`config.mk`:
```
export PLATFORM = sky130hd
export DESIGN_NAME = vbiaf_top
export DESIGN_NICKNAME = d
export VERILOG_FILES = /design/src/vbiaf_pkg.sv /design/src/vbiaf_ram.sv /design/src/vbiaf_top.sv
export VERILOG_INCLUDE_DIRS = /design/src
export SDC_FILE = /design/constraint.sdc
export NUM_CORES = 1
export LEC_CHECK = 0
export BUFFER_PORTS_ARGS = -buffer_cell sky130_fd_sc_hd__buf_2
export CORE_MARGIN = 5
export CORE_UTILIZATION = 65
export CTS_BUF_LIST = sky130_fd_sc_hd__clkbuf_8 sky130_fd_sc_hd__clkbuf_16
export CTS_CLUSTER_SIZE = 8
export DETAILED_ROUTE_END_ITERATION = 16
export PLACE_DENSITY = 0.84
export SLEW_MARGIN = 20
export SYNTH_ARGS = -nofsm -noshare
export SYNTH_HDL_FRONTEND = slang
export SYNTH_SLANG_ARGS = --single-unit
```
`constraint.sdc`:
```
create_clock -name CORE_CLK -period 7.62 [get_ports CORE_CLK]
set_input_delay 1.524 -clock CORE_CLK [delete_from_list [all_inputs] [get_ports CORE_CLK]]
set_output_delay 1.524 -clock CORE_CLK [all_outputs]
set_load 0.05 [all_outputs]
```
`src/vbiaf_params.svh`:
```
// Constants of the blanking-interval ancillary framer and raw capture.
// Assumes inclusion by bare name from the package and the top module.
`ifndef VBIAF_PARAMS_SVH
`define VBIAF_PARAMS_SVH
// ==========================================================
// Register byte offsets
`define VBIAF_A_CTRL 5'h00
`define VBIAF_A_RAW_START 5'h04
`define VBIAF_A_RAW_STOP 5'h08
`define VBIAF_A_LINE_MASK 5'h0C
`define VBIAF_A_BLANK 5'h10
`define VBIAF_A_SC_INC 5'h14
`define VBIAF_A_STATUS 5'h18
// ==========================================================
// Control fields and reset values
`define VBIAF_C_TT_EN 0
`define VBIAF_C_TM_EN 1
`define VBIAF_C_RAW_EN 2
`define VBIAF_C_RAW_ALL 3
`define VBIAF_C_STD_LO 4
`define VBIAF_C_VSIGN 6
`define VBIAF_STD_NTSC 2'h0
`define VBIAF_STD_PAL 2'h1
`define VBIAF_STD_PALM 2'h2
`define VBIAF_R_CTRL 7'h00
`define VBIAF_R_RAW_START 11'h07A
`define VBIAF_R_RAW_STOP 11'h34A
`define VBIAF_R_MASK 19'h0_1FFE
`define VBIAF_R_BLANK 8'h10
// ==========================================================
// Packet words
`define VBIAF_PRE0 8'h00
`define VBIAF_PRE1 8'hFF
`define VBIAF_TT_DID 6'h34
`define VBIAF_TM_DID 6'h35
`define VBIAF_DBN 6'h01
`define VBIAF_TT_DC 6'h16
`define VBIAF_TM_DC 6'h03
`define VBIAF_TT_WORDS 7'd88
`define VBIAF_TT_NIBS 7'd86
`define VBIAF_TM_WORDS 7'd12
`define VBIAF_TM_ZERO 7'd4
`define VBIAF_ZN_525B 7'd16
`define VBIAF_ZN_SYSC 7'd18
// ==========================================================
// Bounds of the always-blanked sync lines: S starts them, F is the first line after
`define VBIAF_NT_F1 10'd10
`define VBIAF_NT_F2 10'd272
`define VBIAF_NT_S2 10'd264
`define VBIAF_PA_F1 10'd6
`define VBIAF_PA_F2 10'd318
`define VBIAF_PA_S2 10'd311
`define VBIAF_PA_S1 10'd623
`define VBIAF_PM_F1 10'd7
`define VBIAF_PM_F2 10'd269
`define VBIAF_PM_S2 10'd261
`define VBIAF_PM_S1 10'd523
`endif

```
`src/vbiaf_pkg.sv`:
```
// Types shared by the framer modules.
// Assumes the constants header sits in the include path.
`include "vbiaf_params.svh"
package vbiaf_pkg;
    // ==========================================================
    // Packet sequencer states
    typedef enum logic [2:0] {ST_IDLE, ST_PRE, ST_HDR, ST_PAY, ST_CRC} vbiaf_st_t;
    // Software-visible settings
    typedef struct packed {
        logic [6:0] ctrl;
        logic [10:0] raw_start;
        logic [10:0] raw_stop;
        logic [18:0] mask;
        logic [7:0] blank;
        logic [31:0] sc_inc;
    } vbiaf_regs_t;
    // Whole state of the top module
    typedef struct packed {
        vbiaf_st_t st;
        logic kind;
        logic [6:0] cnt;
        logic [6:0] crc;
        vbiaf_st_t out_st;
        logic out_kind;
        logic [6:0] out_idx;
        logic [7:0] pix;
        logic pvalid;
        logic rvalid;
        logic tt_pend;
        logic tt_req;
        logic tm_req;
        logic [1:0] tt_std;
        logic [10:0] raw_cnt;
        logic raw_line;
        logic sync_line;
        vbiaf_regs_t regs;
        logic ack;
        logic [31:0] rdata;
    } vbiaf_state_t;
endpackage : vbiaf_pkg

```
`src/vbiaf_ram.sv`:
```
// Holding store for one sliced teletext line, one byte per entry.
// Assumes one writer and one reader on the same clock.
`timescale 1ns/100ps
module vbiaf_ram #(
    parameter int DW = 8,
    parameter int DEPTH = 43,
    parameter int AW = 6
) (
    input wire logic CORE_CLK,
    input wire logic we,
    input wire logic [AW-1:0] waddr,
    input wire logic [DW-1:0] wdata,
    input wire logic [AW-1:0] raddr,
    output logic [DW-1:0] rdata
);
    // ==========================================================
    // Parameter check
    if (DEPTH > (1 << AW) || DW < 1) begin : g_chk
        $error("vbiaf_ram: depth does not fit address width");
    end
    logic [DW-1:0] mem [DEPTH];
    // Registered read; no reset since contents are data only
    always_ff @(posedge CORE_CLK) begin
        if (we && int'(waddr) < DEPTH) begin
            mem[waddr] <= wdata;
        end
        rdata <= (int'(raddr) < DEPTH) ? mem[raddr] : '0;
    end
endmodule : vbiaf_ram

```
`src/vbiaf_top.sv`:
```
// Ancillary packet framer (teletext, encoder timing) and raw capture.
// Assumes a slicer filling the line store and a timing generator
// giving line pulses, all synchronous to CORE_CLK.
`timescale 1ns/100ps
`include "vbiaf_params.svh"
module vbiaf_top
    import vbiaf_pkg::*;
#(
    parameter int MASK_LINES = 19,
    parameter int CNT_W = 11
) (
    input wire logic CORE_CLK,
    input wire logic ARST_N,
    input wire logic WB_CYC_I,
    input wire logic WB_STB_I,
    input wire logic WB_WE_I,
    input wire logic [4:0] WB_ADR_I,
    input wire logic [3:0] WB_SEL_I,
    input wire logic [31:0] WB_DAT_I,
    output logic [31:0] WB_DAT_O,
    output logic WB_ACK_O,
    input wire logic PIX_EN,
    input wire logic RAW_EN,
    input wire logic LINE_START,
    input wire logic HBLANK_START,
    input wire logic [9:0] LINE_NUM,
    input wire logic FIELD,
    input wire logic LINE_BLANKED,
    input wire logic [7:0] RAW_SAMPLE,
    input wire logic TT_WE,
    input wire logic [5:0] TT_WADDR,
    input wire logic [7:0] TT_WDATA,
    input wire logic TT_DONE,
    input wire logic TT_625,
    input wire logic TT_SYS_C,
    output logic [7:0] PIX_OUT,
    output logic VBI_PACKET_VALID,
    output logic RAW_VALID
);
    // ==========================================================
    // Elaboration check
    if (MASK_LINES != 19 || CNT_W != 11) begin : g_chk
        $error("vbiaf_top: mask lines and count width are fixed");
    end
    vbiaf_state_t cur_reg, cur_next;
    logic [7:0] mem_q;
    logic [7:0] word;
    logic [5:0] w6;
    logic [31:0] nib_sh;
    logic [1:0] std;
    logic [9:0] f_first;
    logic [9:0] rel;
    logic sync_now;
    logic wb_req;
    logic [31:0] wmask;
    logic [6:0] zero_n;
    logic [8:0] diff;
    // Parity-protected word: P15 inverse of P14, P14 even parity
    function automatic logic [7:0] pw(input logic [5:0] d);
        pw = {~(^d), ^d, d};
    endfunction : pw
    // ==========================================================
    // Line store
    vbiaf_ram #(.DW(8), .DEPTH(43), .AW(6)) u_ram (
        .CORE_CLK(CORE_CLK),
        .we(TT_WE),
        .waddr(TT_WADDR),
        .wdata(TT_WDATA),
        .raddr(cur_next.cnt[6:1]),
        .rdata(mem_q)
    );
    // ==========================================================
    // Line classification, standard dependent
    assign std = cur_reg.regs.ctrl[`VBIAF_C_STD_LO +: 2];
    always_comb begin
        unique case (std)
            `VBIAF_STD_PAL: begin
                f_first = FIELD ? `VBIAF_PA_F2 : `VBIAF_PA_F1;
                sync_now = LINE_NUM >= `VBIAF_PA_S1 ||
                    LINE_NUM < `VBIAF_PA_F1 ||
                    (LINE_NUM >= `VBIAF_PA_S2 && LINE_NUM < `VBIAF_PA_F2);
            end
            `VBIAF_STD_PALM: begin
                f_first = FIELD ? `VBIAF_PM_F2 : `VBIAF_PM_F1;
                sync_now = LINE_NUM >= `VBIAF_PM_S1 ||
                    LINE_NUM < `VBIAF_PM_F1 ||
                    (LINE_NUM >= `VBIAF_PM_S2 && LINE_NUM < `VBIAF_PM_F2);
            end
            default: begin
                f_first = FIELD ? `VBIAF_NT_F2 : `VBIAF_NT_F1;
                sync_now = LINE_NUM < `VBIAF_NT_F1 ||
                    (LINE_NUM >= `VBIAF_NT_S2 && LINE_NUM < `VBIAF_NT_F2);
            end
        endcase
        rel = LINE_NUM - f_first;
    end
    // Leading nibbles forced to zero for the shorter systems
    assign zero_n = cur_reg.tt_std[0] ? `VBIAF_ZN_SYSC :
        (cur_reg.tt_std[1] ? 7'd0 : `VBIAF_ZN_525B);
    assign nib_sh = cur_reg.regs.sc_inc << {3'(cur_reg.cnt - `VBIAF_TM_ZERO), 2'b00};
    assign diff = {1'b0, RAW_SAMPLE} - {1'b0, cur_reg.regs.blank};
    // ==========================================================
    // Word under the sequencer
    always_comb begin
        w6 = '0;
        word = '0;
        unique case (cur_reg.st)
            ST_PRE: word = (cur_reg.cnt == 7'd0) ? `VBIAF_PRE0 : `VBIAF_PRE1;
            ST_HDR: begin
                if (cur_reg.cnt == 7'd0) begin
                    w6 = cur_reg.kind ? `VBIAF_TT_DID : `VBIAF_TM_DID;
                end else if (cur_reg.cnt == 7'd1) begin
                    w6 = `VBIAF_DBN;
                end else begin
                    w6 = cur_reg.kind ? `VBIAF_TT_DC : `VBIAF_TM_DC;
                end
                word = pw(w6);
            end
            ST_PAY: begin
                if (cur_reg.kind) begin
                    // Teletext nibble, high nibble of each byte first
                    if (cur_reg.cnt < `VBIAF_TT_NIBS && cur_reg.cnt >= zero_n) begin
                        w6[3:0] = cur_reg.cnt[0] ? mem_q[3:0] : mem_q[7:4];
                    end
                    if (cur_reg.cnt == 7'd0) begin
                        w6[5:4] = cur_reg.tt_std;
                    end
                end else if (cur_reg.cnt >= `VBIAF_TM_ZERO) begin
                    w6[3:0] = nib_sh[31:28];
                    if (cur_reg.cnt == `VBIAF_TM_ZERO) begin
                        // Phase sign forced low in NTSC
                        w6[5] = (std != `VBIAF_STD_NTSC) &&
                            cur_reg.regs.ctrl[`VBIAF_C_VSIGN];
                    end
                end
                word = pw(w6);
            end
            ST_CRC: word = {~cur_reg.crc[6], cur_reg.crc};
            default: word = '0;
        endcase
    end
    // ==========================================================
    // Bus decode helpers
    assign wb_req = WB_CYC_I && WB_STB_I && !cur_reg.ack;
    assign wmask = {{8{WB_SEL_I[3]}}, {8{WB_SEL_I[2]}},
        {8{WB_SEL_I[1]}}, {8{WB_SEL_I[0]}}};
    // ==========================================================
    // Next state
    always_comb begin
        logic [31:0] old32;
        logic [31:0] new32;
        old32 = '0;
        new32 = '0;
        cur_next = cur_reg;
        // Register bus, one wait state, write lands with ack
        cur_next.ack = wb_req;
        if (wb_req) begin
            unique case (WB_ADR_I & 5'h1C)
                `VBIAF_A_CTRL: old32 = 32'(cur_reg.regs.ctrl);
                `VBIAF_A_RAW_START: old32 = 32'(cur_reg.regs.raw_start);
                `VBIAF_A_RAW_STOP: old32 = 32'(cur_reg.regs.raw_stop);
                `VBIAF_A_LINE_MASK: old32 = 32'(cur_reg.regs.mask);
                `VBIAF_A_BLANK: old32 = 32'(cur_reg.regs.blank);
                `VBIAF_A_SC_INC: old32 = cur_reg.regs.sc_inc;
                `VBIAF_A_STATUS: old32 = {29'h0, cur_reg.raw_line,
                    cur_reg.tt_pend, cur_reg.st != ST_IDLE};
                default: old32 = '0;
            endcase
            cur_next.rdata = WB_WE_I ? '0 : old32;
            new32 = (old32 & ~wmask) | (WB_DAT_I & wmask);
            if (WB_WE_I) begin
                unique case (WB_ADR_I & 5'h1C)
                    `VBIAF_A_CTRL: cur_next.regs.ctrl = new32[6:0];
                    `VBIAF_A_RAW_START: cur_next.regs.raw_start = new32[10:0];
                    `VBIAF_A_RAW_STOP: cur_next.regs.raw_stop = new32[10:0];
                    `VBIAF_A_LINE_MASK: cur_next.regs.mask = new32[18:0];
                    `VBIAF_A_BLANK: cur_next.regs.blank = new32[7:0];
                    `VBIAF_A_SC_INC: cur_next.regs.sc_inc = new32;
                    default: ;
                endcase
            end
        end
        // Line requests; a capture ending now keeps its pending flag
        if (HBLANK_START) begin
            cur_next.tm_req = cur_reg.regs.ctrl[`VBIAF_C_TM_EN];
            if (cur_reg.tt_pend) begin
                cur_next.tt_req = 1'b1;
                cur_next.tt_pend = 1'b0;
            end
        end
        if (TT_DONE && cur_reg.regs.ctrl[`VBIAF_C_TT_EN]) begin
            cur_next.tt_pend = 1'b1;
            cur_next.tt_std = {TT_625, TT_SYS_C};
        end
        // Packet sequencer, one word per pixel enable
        if (PIX_EN) begin
            cur_next.pix = word;
            cur_next.pvalid = cur_reg.st != ST_IDLE;
            cur_next.out_st = cur_reg.st;
            cur_next.out_kind = cur_reg.kind;
            cur_next.out_idx = cur_reg.cnt;
            cur_next.cnt = cur_reg.cnt + 7'd1;
            if (cur_reg.st == ST_HDR || cur_reg.st == ST_PAY) begin
                cur_next.crc = cur_reg.crc + word[6:0];
            end
            unique case (cur_reg.st)
                ST_IDLE: begin
                    cur_next.cnt = '0;
                    cur_next.crc = '0;
                    // Short timing packet first, so it clears SAV
                    if (cur_reg.tm_req) begin
                        cur_next.st = ST_PRE;
                        cur_next.kind = 1'b0;
                        cur_next.tm_req = 1'b0;
                    end else if (cur_reg.tt_req) begin
                        cur_next.st = ST_PRE;
                        cur_next.kind = 1'b1;
                        cur_next.tt_req = 1'b0;
                    end
                end
                ST_PRE, ST_HDR: if (cur_reg.cnt == 7'd2) begin
                    cur_next.cnt = '0;
                    cur_next.st = (cur_reg.st == ST_PRE) ? ST_HDR : ST_PAY;
                end
                ST_PAY: if (cur_reg.cnt == (cur_reg.kind ?
                        `VBIAF_TT_WORDS - 7'd1 : `VBIAF_TM_WORDS - 7'd1)) begin
                    cur_next.st = ST_CRC;
                end
                ST_CRC: cur_next.st = ST_IDLE;
            endcase
        end
        // Raw capture, judged once per line at its start
        if (LINE_START) begin
            cur_next.raw_cnt = '0;
            cur_next.sync_line = sync_now;
            cur_next.raw_line = cur_reg.regs.ctrl[`VBIAF_C_RAW_EN] && !sync_now &&
                (cur_reg.regs.ctrl[`VBIAF_C_RAW_ALL] ||
                (LINE_BLANKED && LINE_NUM >= f_first &&
                rel < 10'd19 && cur_reg.regs.mask[rel[4:0]]));
        end else if (RAW_EN) begin
            cur_next.raw_cnt = cur_reg.raw_cnt + 11'd1;
            cur_next.rvalid = cur_reg.raw_line &&
                cur_reg.raw_cnt >= cur_reg.regs.raw_start &&
                cur_reg.raw_cnt < cur_reg.regs.raw_stop;
            // Packets own the pins; raw fills the rest of the line
            if (cur_next.rvalid && !cur_next.pvalid) begin
                cur_next.pix = diff[8] ? 8'h00 : diff[7:0];
            end
        end
    end
    // ==========================================================
    // State register
    always_ff @(posedge CORE_CLK or negedge ARST_N) begin
        if (!ARST_N) begin
            cur_reg <= '0;
            cur_reg.st <= ST_IDLE;
            cur_reg.out_st <= ST_IDLE;
            cur_reg.regs.ctrl <= `VBIAF_R_CTRL;
            cur_reg.regs.raw_start <= `VBIAF_R_RAW_START;
            cur_reg.regs.raw_stop <= `VBIAF_R_RAW_STOP;
            cur_reg.regs.mask <= `VBIAF_R_MASK;
            cur_reg.regs.blank <= `VBIAF_R_BLANK;
        end else begin
            cur_reg <= cur_next;
        end
    end
    assign PIX_OUT = cur_reg.pix;
    assign VBI_PACKET_VALID = cur_reg.pvalid;
    assign RAW_VALID = cur_reg.rvalid && !cur_reg.pvalid;
    assign WB_DAT_O = cur_reg.rdata;
    assign WB_ACK_O = cur_reg.ack;
    // ==========================================================
    // Checks; helper keeps an independent checksum of words seen
    logic pe_d;
    logic [6:0] sum_h;
    always_ff @(posedge CORE_CLK or negedge ARST_N) begin
        if (!ARST_N) begin
            pe_d <= 1'b0;
            sum_h <= '0;
        end else begin
            pe_d <= PIX_EN;
            if (pe_d && cur_reg.out_st == ST_PRE) begin
                sum_h <= '0;
            end else if (pe_d && (cur_reg.out_st == ST_HDR ||
                    cur_reg.out_st == ST_PAY)) begin
                sum_h <= sum_h + PIX_OUT[6:0];
            end
        end
    end
endmodule : vbiaf_top

```
# Yosys cells after proc, flatten, opt, wreduce, memory -nomap -nowiden
# Memory sizes are Yosys's and may differ from the RTL's. A register that Yosys moved wholly into a read port is not among the register bits.
# Cells that the tools add are included.
# word_totals
output_inout_bits,43
register_bits,177
ram_bits,344
elab_cells,192
inputBits,88
n_memories,1
# op_classes
reduce_logical,52
n_bitwise,8
shifts,1
order_cmp,21
add_sub_neg,6
mux,59
eq_ne,19
# mem_list
name,words,word_bits,read_ports,rd_clocked_by_memory_dff,wr,line,source
u_ram.mem,43,8,1,1,1,vbiaf_ram.sv:21,logic [DW-1:0] mem [DEPTH];
# op_table
operator,count
case mux 32 bit (7 select lines),1
bitwise AND 32 bit,2
two-way mux 32 bit,2
two-way mux 8 bit,5
two-way mux 34 bit,1
NOT 32 bit,1
OR 32 bit,1
case mux 8 bit (4 select lines),1
<< shifter 32 x 5 -> 32 bit,1
">= comparator 10 x 9 -> 1 bit, second input constant",3
"less-than comparator 10 x 9 -> 1 bit, second input constant",3
two-way mux 4 bit,7
two-way mux 7 bit,4
two-way mux 9 bit,3
two-way mux 11 bit,2
AND reduction 3 bit,7
">= comparator 10 bit, second input constant",2
"less-than comparator 10 x 3 -> 1 bit, second input constant",2
two-way mux 5 bit,4
logical AND 1 bit,18
case mux 9 bit (2 select lines),1
two-way mux 1 bit,16
case mux 7 bit (2 select lines),1
"== test 3 x 2 -> 1 bit, second input constant",4
45 further kinds,74

# Depth between registers and ports, before layout
# Gate-level depths: netlist of run 1.
# logic_depth
word_depth,19
mapped_depth,21

# Cells and area by module
# From an unflattened synthesis of run 1, not the netlist that was laid out.
# hier_totals
hier_cells,1837
area_unflattened_um2,24158.2
# by_module_without_submodules
mod,n_inst,cells_per_inst,area_per_inst_um2,seq_area_each_um2
vbiaf_ram,1,763,13983.4,10490.1
vbiaf_top,1,1074,10174.8,4182.8

# Worst setup path before layout of run 1
# OpenSTA, ideal clock, no wires.
# synth_timing
path_kind,input -> register
start,input PIX_EN
end,"register u_ram.rdata[0], read port of u_ram.mem"
cell_stages,13
setup_time_ns,0.133
arrival_time_ns,3.794
t_required_ns,7.487
path_buffers,5
setup_slack_ns,3.693
path_cell_list,clkbuf_1 inv_1 buf_2 nor2_1 nor2_1 nor2_8 buf_6 buf_6 buf_2 mux2i_1 o221ai_1 o41ai_1 o32ai_1
# synth_via
elab_chain_len,3
# synth_lines
element,line,source
"start, declared",vbiaf_top.sv:22,"input wire logic PIX_EN,"
two-way mux 34 bit *,vbiaf_top.sv:196,if (PIX_EN) begin
less-than comparator 6 bit,vbiaf_ram.sv:27,rdata <= (int'(raddr) < DEPTH) ? mem[raddr] : '0;
logical NOT 1 bit (no line),-,
"end, declared",vbiaf_ram.sv:14,output logic [DW-1:0] rdata
# Mark *: on every way between the ends. The rest lies on a longest branch, timed or not.
# A chain may end at the register's enable or synchronous reset.

# Worst setup path in the final report of run 1
# layout_timing
start,input WB_ADR_I[4]
end,register cur_reg[59] (netlist name)
# layout_via
elab_chain_len,5
# layout_lines
element,line,source
"start, declared",vbiaf_top.sv:17,"input wire logic [4:0] WB_ADR_I,"
"== test 3 bit, or another cell as far along",vbiaf_top.sv:158,unique case (WB_ADR_I & 5'h1C)
case mux 32 bit (7 select lines),vbiaf_top.sv:158,
two-way mux 32 bit,vbiaf_top.sv:157,if (wb_req) begin
bitwise AND 32 bit,vbiaf_top.sv:170,new32 = (old32 & ~wmask) | (WB_DAT_I & wmask);
OR 32 bit,vbiaf_top.sv:170,
"end signal, assigned",vbiaf_top.sv:264,cur_reg <= cur_next;
"end, declared",vbiaf_top.sv:45,"vbiaf_state_t cur_reg, cur_next;"
# Several ways; a longest one is shown, not always the timed one. The select of a mux whose other input is x is not followed.

==> out/qor.csv, run 1 <==
stage,metric,value,unit
outcome,outcome,"complete, no violations",
detailed_routing,via count,17200,
cells_and_area,fin util,0.736,
placement,RD Place Congestion,0.934,
cells_and_area,Post-Layout Cell Count,2585,
floorplanning,Die ar.,41100,um^2
clock_tree,H-Tree Depth,3,
synthesis,Post-Synthesis Cells,2002,
timing,Hold Fails Final Rpt,0,
critical_path,Crit. End Element,flop,
timing,# setup viols final,0,
grt,gr ovfl total,0,
floorplanning,die height,203,um
placement,DP HPWL,39.7,mm
flow_run,max_cap viols,0,
synthesis,post-synthesis cell type count,77,
floorplanning,IO Pins,131,
timing,minimum clock period after layout,4.76,ns
critical_path,CP startpoint kind,primary input,
pwr,Pleak,10.7,nW
clock_tree,TritonCTS clock tree,yes,
floorplanning,Die W,203,um
floorplanning,FP Rows,70,
synthesis,Async SR Flop Fraction,0.320,
detailed_routing,routed vias/inst,6.67,
cells_and_area,max reg flops,344,
timing,Final WS setup,2.86,ns
clock_tree,Worst-path clk slew,0.05,ns
synthesis,Ys Warns,0,
placement,# placed instances,2468,
timing,Max Slew Vio Count,0,
floorplanning,Initial Util,0.660,
cells_and_area,area of the multi-input gates,8510,um^2
cells_and_area,fillcell total,2239,
grt,vias in the first global route,17300,
critical_path,FF-to-FF Start,cur_reg[168]$_DFF_PN0_,
detailed_routing,drt pass-1 iters,6,
synthesis,Netlist Area Pre-Place,24200,um^2
cells_and_area,diode count,0,
detailed_routing,initial drt markers,2151,
synthesis,Synth Register Bits,518,
clock_tree,clock buffer depth,3,
timing,Final period util,0.624,
clock_tree,clock sinks,518,
critical_path,Crit Path Max Fanout,26,
cells_and_area,Layout area overhead,11.6,%
timing,setup TNS,0,ns
critical_path,"Req. time, crit path",8.09,ns
timing,Slew HR,0.229,
synthesis,Post-synth EDFFs,344,
floorplanning,core area,36600,um^2
hold_path,Hold Crit Class,flop to flop,
clock_tree,cts-stage hold buffer count,0,
hold_path,min-delay src,cur_reg[74]$_DFFE_PN1P_,
pwr,PD cells,366,nW/um^2
detailed_routing,DR WL/cell,24.4,um
synthesis,Mapped Nets,2146,
grt,first-pass GRT wire length,97.2,mm
pwr,Worst VDD drop,0.000414,V
placement,I/O Buffers,128,
detailed_routing,Post-Route WL,63.0,mm
synthesis,Synth Flop Type,edfxtp_1,
placement,Setup WS pre-CTS,2.41,ns
critical_path,critical path class,primary input to flop,
clock_tree,worst skew pair latency,0.61,ns
timing,unrepaired setup endpoints after global routing,false,
timing,final setup skew,0.0317,ns
clock_tree,Post-CTS Setup Inserts,0,
detailed_routing,DRC,0,
pwr,Tot Pwr,9.87,mW
critical_path,Crit path arrival time,5.23,ns
grt,largest net degree at the start of global routing,117,
grt,initial antenna violation count,0,
synthesis,syn avg cell area,12.1,um^2
timing,fmax,0.210,GHz
critical_path,CP startpoint,WB_ADR_I[4],
timing,Slew @ Worst Pin,1.15,ns
cells_and_area,share of cells above drive strength 1,0.167,
clock_tree,clock buffer count from CTS,74,
clock_tree,PostCTS Resize Cnt,0,
cells_and_area,nets,2220,
grt,Tot GR Track Use,0.304,
clock_tree,CTS root buffer,clkbuf_16,
synthesis,post-synthesis sequential area ratio,0.607,
cells_and_area,register area,14700,um^2
detailed_routing,Final ANT Viol Nets,0,
critical path, cell delays in order:
cell     delay, ns
buf_2         0.42
nor2b_1       0.86
nand4_1       0.82
inv_1         0.79
nand2_1       0.41
mux2_2        0.38
synthesized netlist by cell type (all sizes together), types with 4 or more instances:
cell type / n / area [um^2]
o31ai: 5 / 37.5
nand3b: 10 / 75.1
o32ai: 7 / 61.3
o311ai: 4 / 35.0
nor4: 6 / 37.5
nor2b: 32 / 200
clkbuf: 70 / 263
o211ai: 8 / 60.1
o21a: 5 / 37.5
ha: 53 / 663
a22o: 34 / 298
buf: 75 / 492
nand2b: 10 / 62.6
o41ai: 5 / 43.8
o21ai: 118 / 591
a21oi: 76 / 380
mux2i: 73 / 731
nor3: 16 / 85.1
a32o: 4 / 40.0
or3: 6 / 37.5
a22oi: 18 / 135
a21boi: 5 / 37.5
and3: 15 / 93.8
dfrtp: 143 / 3580
a211oi: 47 / 353
xnor2: 13 / 114
o22ai: 10 / 62.6
or2: 5 / 31.3
nand3: 80 / 400
a21o: 15 / 113
inv: 67 / 251
a31oi: 26 / 163
mux4: 26 / 593
nor2: 123 / 478
nand4: 14 / 87.6
nand2: 273 / 1020
mux2: 61 / 687
dfstp: 23 / 604
dfxtp: 8 / 160
edfxtp: 344 / 10300
o221ai: 15 / 131
xor2: 16 / 140
logic make-up (layout without fill, tap and decap cells):
group	count (synthesis)	count (layout)	synth area share
DFF	518	518	0.607
and+or+nand+nor	602	602	0.112
xor gates and xnor gates	29	29	0.0105
buffers and inverters	214	329	0.0420
AOI/OAI and AO/OA	423	423	0.115
muxes	160	160	0.0832
adders and majority gates	56	56	0.0299
cell type report:
type / count / area share
clock inverter: 40 / 0.00891
timing repair buffer: 143 / 0.0288
sequential: 518 / 0.544
inverter: 69 / 0.00961
multi-input combinational: 1270 / 0.316
tap: 468 / 0.0217
clock buffer: 77 / 0.0710
power by group:
group / total, mW / internal (mW) / switching (mW) / leakage, nW
clock network: 3.00 / 1.80 / 1.20 / 1.18
logic: 3.43 / 1.22 / 2.21 / 4.23
registers: 3.44 / 3.22 / 0.215 / 5.28
total: 9.87 / 6.24 / 3.63 / 10.7
routing by layer:
layer | wire [um] | global-route usage | vias to the layer above
met5 | 0 | 0 | -
met4 | 3510 | 0.153 | 0
met3 | 6000 | 0.0634 | 228
met2 | 30700 | 0.504 | 1114
met1 | 22800 | 0.383 | 8395
li1 | - | - | 7505
cells in the final DEF, fill, tap and decap left out, types with 47 or more instances in the layout:
cell type / n
edfxtp_1: 344
nand2_1: 273
dfrtp_1: 143
buf_2: 127
nor2_1: 121
o21ai_0: 116
inv_1: 99
nand3_1: 80
a21oi_1: 76
clkbuf_16: 76
mux2i_1: 73
mux2_2: 61
ha_1: 53
a211oi_1: 47
through the flow:
| stage | area, um^2 | hold slack, ns |
|---|---|---|
| finish | 27000 | 0.496 |
| global route | 27000 | 0.526 |
| floorplan | 24200 | 0.451 |
| global placement | 24800 | 0.472 |
| detailed placement | 24800 | 0.488 |
| CTS | 27000 | 0.495 |
final timing paths:
kind	cells after the start	slack [ns]	end
min	2	0.50	cur_reg[74]$_DFFE_PN1P_
max	6	2.86	cur_reg[59]$_DFFE_PN0P_
max reg2reg	20	2.93	cur_reg[166]$_DFFE_PN0P_
max in group asynchronous	2	5.33	cur_reg[50]$_DFFE_PN0P_
min reg2reg	2	0.50	cur_reg[74]$_DFFE_PN1P_
min in group asynchronous	1	0.98	cur_reg[166]$_DFFE_PN0P_
(Power assumes the default switching activity.)
==> inputs of run 2 (changes only) <==
Settings changed: CORE_UTILIZATION 65 to 55, PLACE_DENSITY 0.84 to 0.76.
Clock period 7.62 ns to 4.1 ns, I/O delays scaled along.
==> run 2 against run 1 <==
Net effect: non-clock buffer count increased by 42; total power increased by 88%; hold slack got worse by 0.17 ns; clock power increased by 86%; first-iteration DRC count decreased by 21%; cell count increased by 5.8%; utilization decreased by 10 points; setup slack got worse by 2.6 ns; via count decreased by 2.0%; combinational power increased by 94%; clock-buffer cell count unchanged; sequential share of layout area decreased by 0.93 points; highest routed layer unchanged.
==> out/qor.csv, run 2 (synthesized netlist as in run 1, its figures left out) <==
stage,metric,value,unit,change
outcome,outcome,"complete, no violations",,
clock_tree,Worst-path clk slew,0.05,ns,about the same
grt,Tot GR Track Use,0.256,,-0.0473
pwr,Tot Pwr,18.6,mW,+88%
timing,fmax,0.259,GHz,
cells_and_area,Layout area overhead,13.6,%,
timing,unrepaired setup endpoints after global routing,false,,
detailed_routing,Final ANT Viol Nets,0,,unchanged
detailed_routing,via count,16900,,-2.0%
detailed_routing,DRC,0,,unchanged
cells_and_area,most frequent cells in the layout,"344 x edfxtp_1, 273 x nand2_1, 143 x dfrtp_1",,
floorplanning,core area,43300,um^2,+18%
timing,# setup viols final,0,,unchanged
flow_run,max_cap viols,0,,unchanged
critical_path,"Req. time, crit path",4.58,ns,-3.51 ns
timing,Slew HR,0.349,,+0.120
clock_tree,clock buffer depth,3,,unchanged
critical_path,biggest cell delay along the critical path,0.39,ns,-0.47 ns
timing,setup TNS,0,ns,unchanged
grt,initial antenna violation count,0,,unchanged
cells_and_area,fillcell total,3205,,+43%
cells_and_area,share of cells above drive strength 1,0.185,,+0.0179
critical_path,Levels on crit path,18,,+12
critical_path,Crit path arrival time,4.34,ns,-0.89 ns
grt,largest net degree at the start of global routing,105,,-10%
pwr,Worst VDD drop,0.000536,V,+29%
critical_path,critical path class,flop to flop,,
grt,vias in the first global route,16800,,-3.2%
placement,DP HPWL,41.2,mm,+4.0%
grt,first-pass GRT wire length,95.6,mm,-1.6%
detailed_routing,initial drt markers,1707,,-21%
timing,final setup skew,0.0227,ns,-0.00900 ns
critical_path,crit-path leading delay family,compound AO/OA/AOI/OAI gates,,
critical_path,worst path cell trace,nor2b_1 -> ha_1 -> nor4_2 -> and3_1 -> o32a_1 -> buf_4 -> o21bai_1 -> a31oi_1 -> o21ai_1 -> ha_1 -> nor2b_1 -> o21ai_0 -> nand2b_1 -> a21o_1 -> a21o_1 -> and4_4 -> o21ai_0 -> a21bo_1,,
cells_and_area,nets,2263,,+1.9%
cells_and_area,"commonest non-fill, non-tap cell in the layout",edfxtp_1,,
cells_and_area,max reg flops,344,,unchanged
pwr,PD cells,677,nW/um^2,+85%
detailed_routing,DR WL/cell,22.6,um,-7.3%
timing,Max Slew Vio Count,0,,unchanged
hold_path,Hold Crit Class,primary input to asynchronous set/reset pin,,
placement,I/O Buffers,128,,unchanged
clock_tree,clock sinks,518,,unchanged
floorplanning,die height,220,um,+8.3%
critical_path,CP bufs+invs,1,,-1
detailed_routing,drt pass-1 iters,7,,+1
detailed_routing,Post-Route WL,61.8,mm,-1.9%
timing,Hold Fails Final Rpt,0,,unchanged
floorplanning,Initial Util,0.558,,-0.102
critical_path,Crit. End Element,flop,,
floorplanning,Die ar.,48200,um^2,+17%
clock_tree,worst skew pair latency,0.61,ns,about the same
clock_tree,clock buffer count from CTS,75,,+1.4%
detailed_routing,routed vias/inst,6.18,,-7.3%
placement,RD Place Congestion,0.907,,-2.9%
clock_tree,CTS root buffer,clkbuf_16,,
timing,Slew @ Worst Pin,0.969,ns,-0.179 ns
floorplanning,Die W,220,um,+8.3%
critical_path,slowest CP cell,dfrtp_1,,
clock_tree,TritonCTS clock tree,yes,,
floorplanning,FP Rows,76,,+8.6%
cells_and_area,diode count,0,,unchanged
critical_path,Crit Path Max Fanout,5,,-81%
critical_path,reg2reg path depth,18,,-10%
grt,gr ovfl total,0,,unchanged
clock_tree,H-Tree Depth,3,,unchanged
critical_path,CP startpoint kind,flop,,
timing,minimum clock period after layout,3.87,ns,
pwr,Pleak,10.9,nW,+1.5%
timing,Final period util,0.943,,
floorplanning,IO Pins,131,,unchanged
## run 2: changes by cell type in the layout (fill, tap and decap cells not counted), moves of 2 or more
| cell | change |
|---|---|
| o21ai_0 | -2 |
| inv_1 | -11 |
| buf_12 | +2 |
| o21ai_1 | +2 |
| buf_4 | +41 |
## run 2: final cells by class
type / instances / area (um^2) / share of cell area
flip-flops and latches: 518 / 14700 / 0.535
multi-input cells: 1270 / 8520 / 0.311
clock buffers: 77 / 1930 / 0.0702
repair buffers: 185 / 1110 / 0.0405
well taps: 585 / 732 / 0.0267
inverters: 69 / 259 / 0.00944
clock inverters: 31 / 208 / 0.00757
## run 2: through the flow
stage / setup slack [ns] / instance area, um^2 / hold slack (ns) / std cells / utilization
6_report: 0.232 / 27400 / 0.326 / 2735 / 0.634
5_1_grt: 0.0198 / 27400 / 0.407 / 2735 / 0.634
4_1_cts: 0.172 / 27400 / 0.352 / 2735 / 0.634
3_5_place_dp: 0.203 / 25300 / 0.465 / 2627 / 0.584
3_3_place_gp: 0.226 / 25300 / 0.458 / 2627 / 0.584
2_1_floorplan: 0.315 / 24200 / 0.451 / 2002 / -
## run 2: timing repair
action | in CTS | in global routing
endpoints found under the hold margin | 0 | 0
resized for setup | 0 | 5
hold buffers | 0 | 0
buffers inserted | 0 | 0
setup endpoints to repair | 0 | 1
## run 2: power breakdown
| group | internal (mW) | switching (mW) | total, mW |
|---|---|---|---|
| registers | 6.00 | 0.337 | 6.33 |
| clock network | 3.35 | 2.24 | 5.59 |
| logic | 2.52 | 4.13 | 6.65 |
| total | 11.9 | 6.71 | 18.6 |
## run 2: per-layer routing
| metal | routed length [um] | part of all wire | GRT usage |
|---|---|---|---|
| met5 | 0 | 0 | 0 |
| met3 | 5060 | 0.082 | 0.0475 |
| met2 | 29600 | 0.48 | 0.422 |
| met1 | 24800 | 0.40 | 0.343 |
| met4 | 2270 | 0.037 | 0.0982 |
## run 2: worst paths after layout
| kind | from | to | slack (ns) |
|---|---|---|---|
| worst max-delay path | cur_reg[135]$_DFFE_PN0P_ | cur_reg[166]$_DFFE_PN0P_ | 0.23 |
| worst min-delay path | ARST_N | cur_reg[163]$_DFFE_PN0P_ | 0.33 |
| worst max register to register | cur_reg[135]$_DFFE_PN0P_ | cur_reg[166]$_DFFE_PN0P_ | 0.23 |
| worst min register to register | WB_DAT_O[1]$_DFFE_PN0P_ | WB_DAT_O[1]$_DFFE_PN0P_ | 0.47 |
| max in group asynchronous | ARST_N | cur_reg[101]$_DFFE_PN1P_ | 2.84 |
| min in group CORE_CLK | WB_DAT_I[24] | cur_reg[57]$_DFFE_PN0P_ | 0.45 |
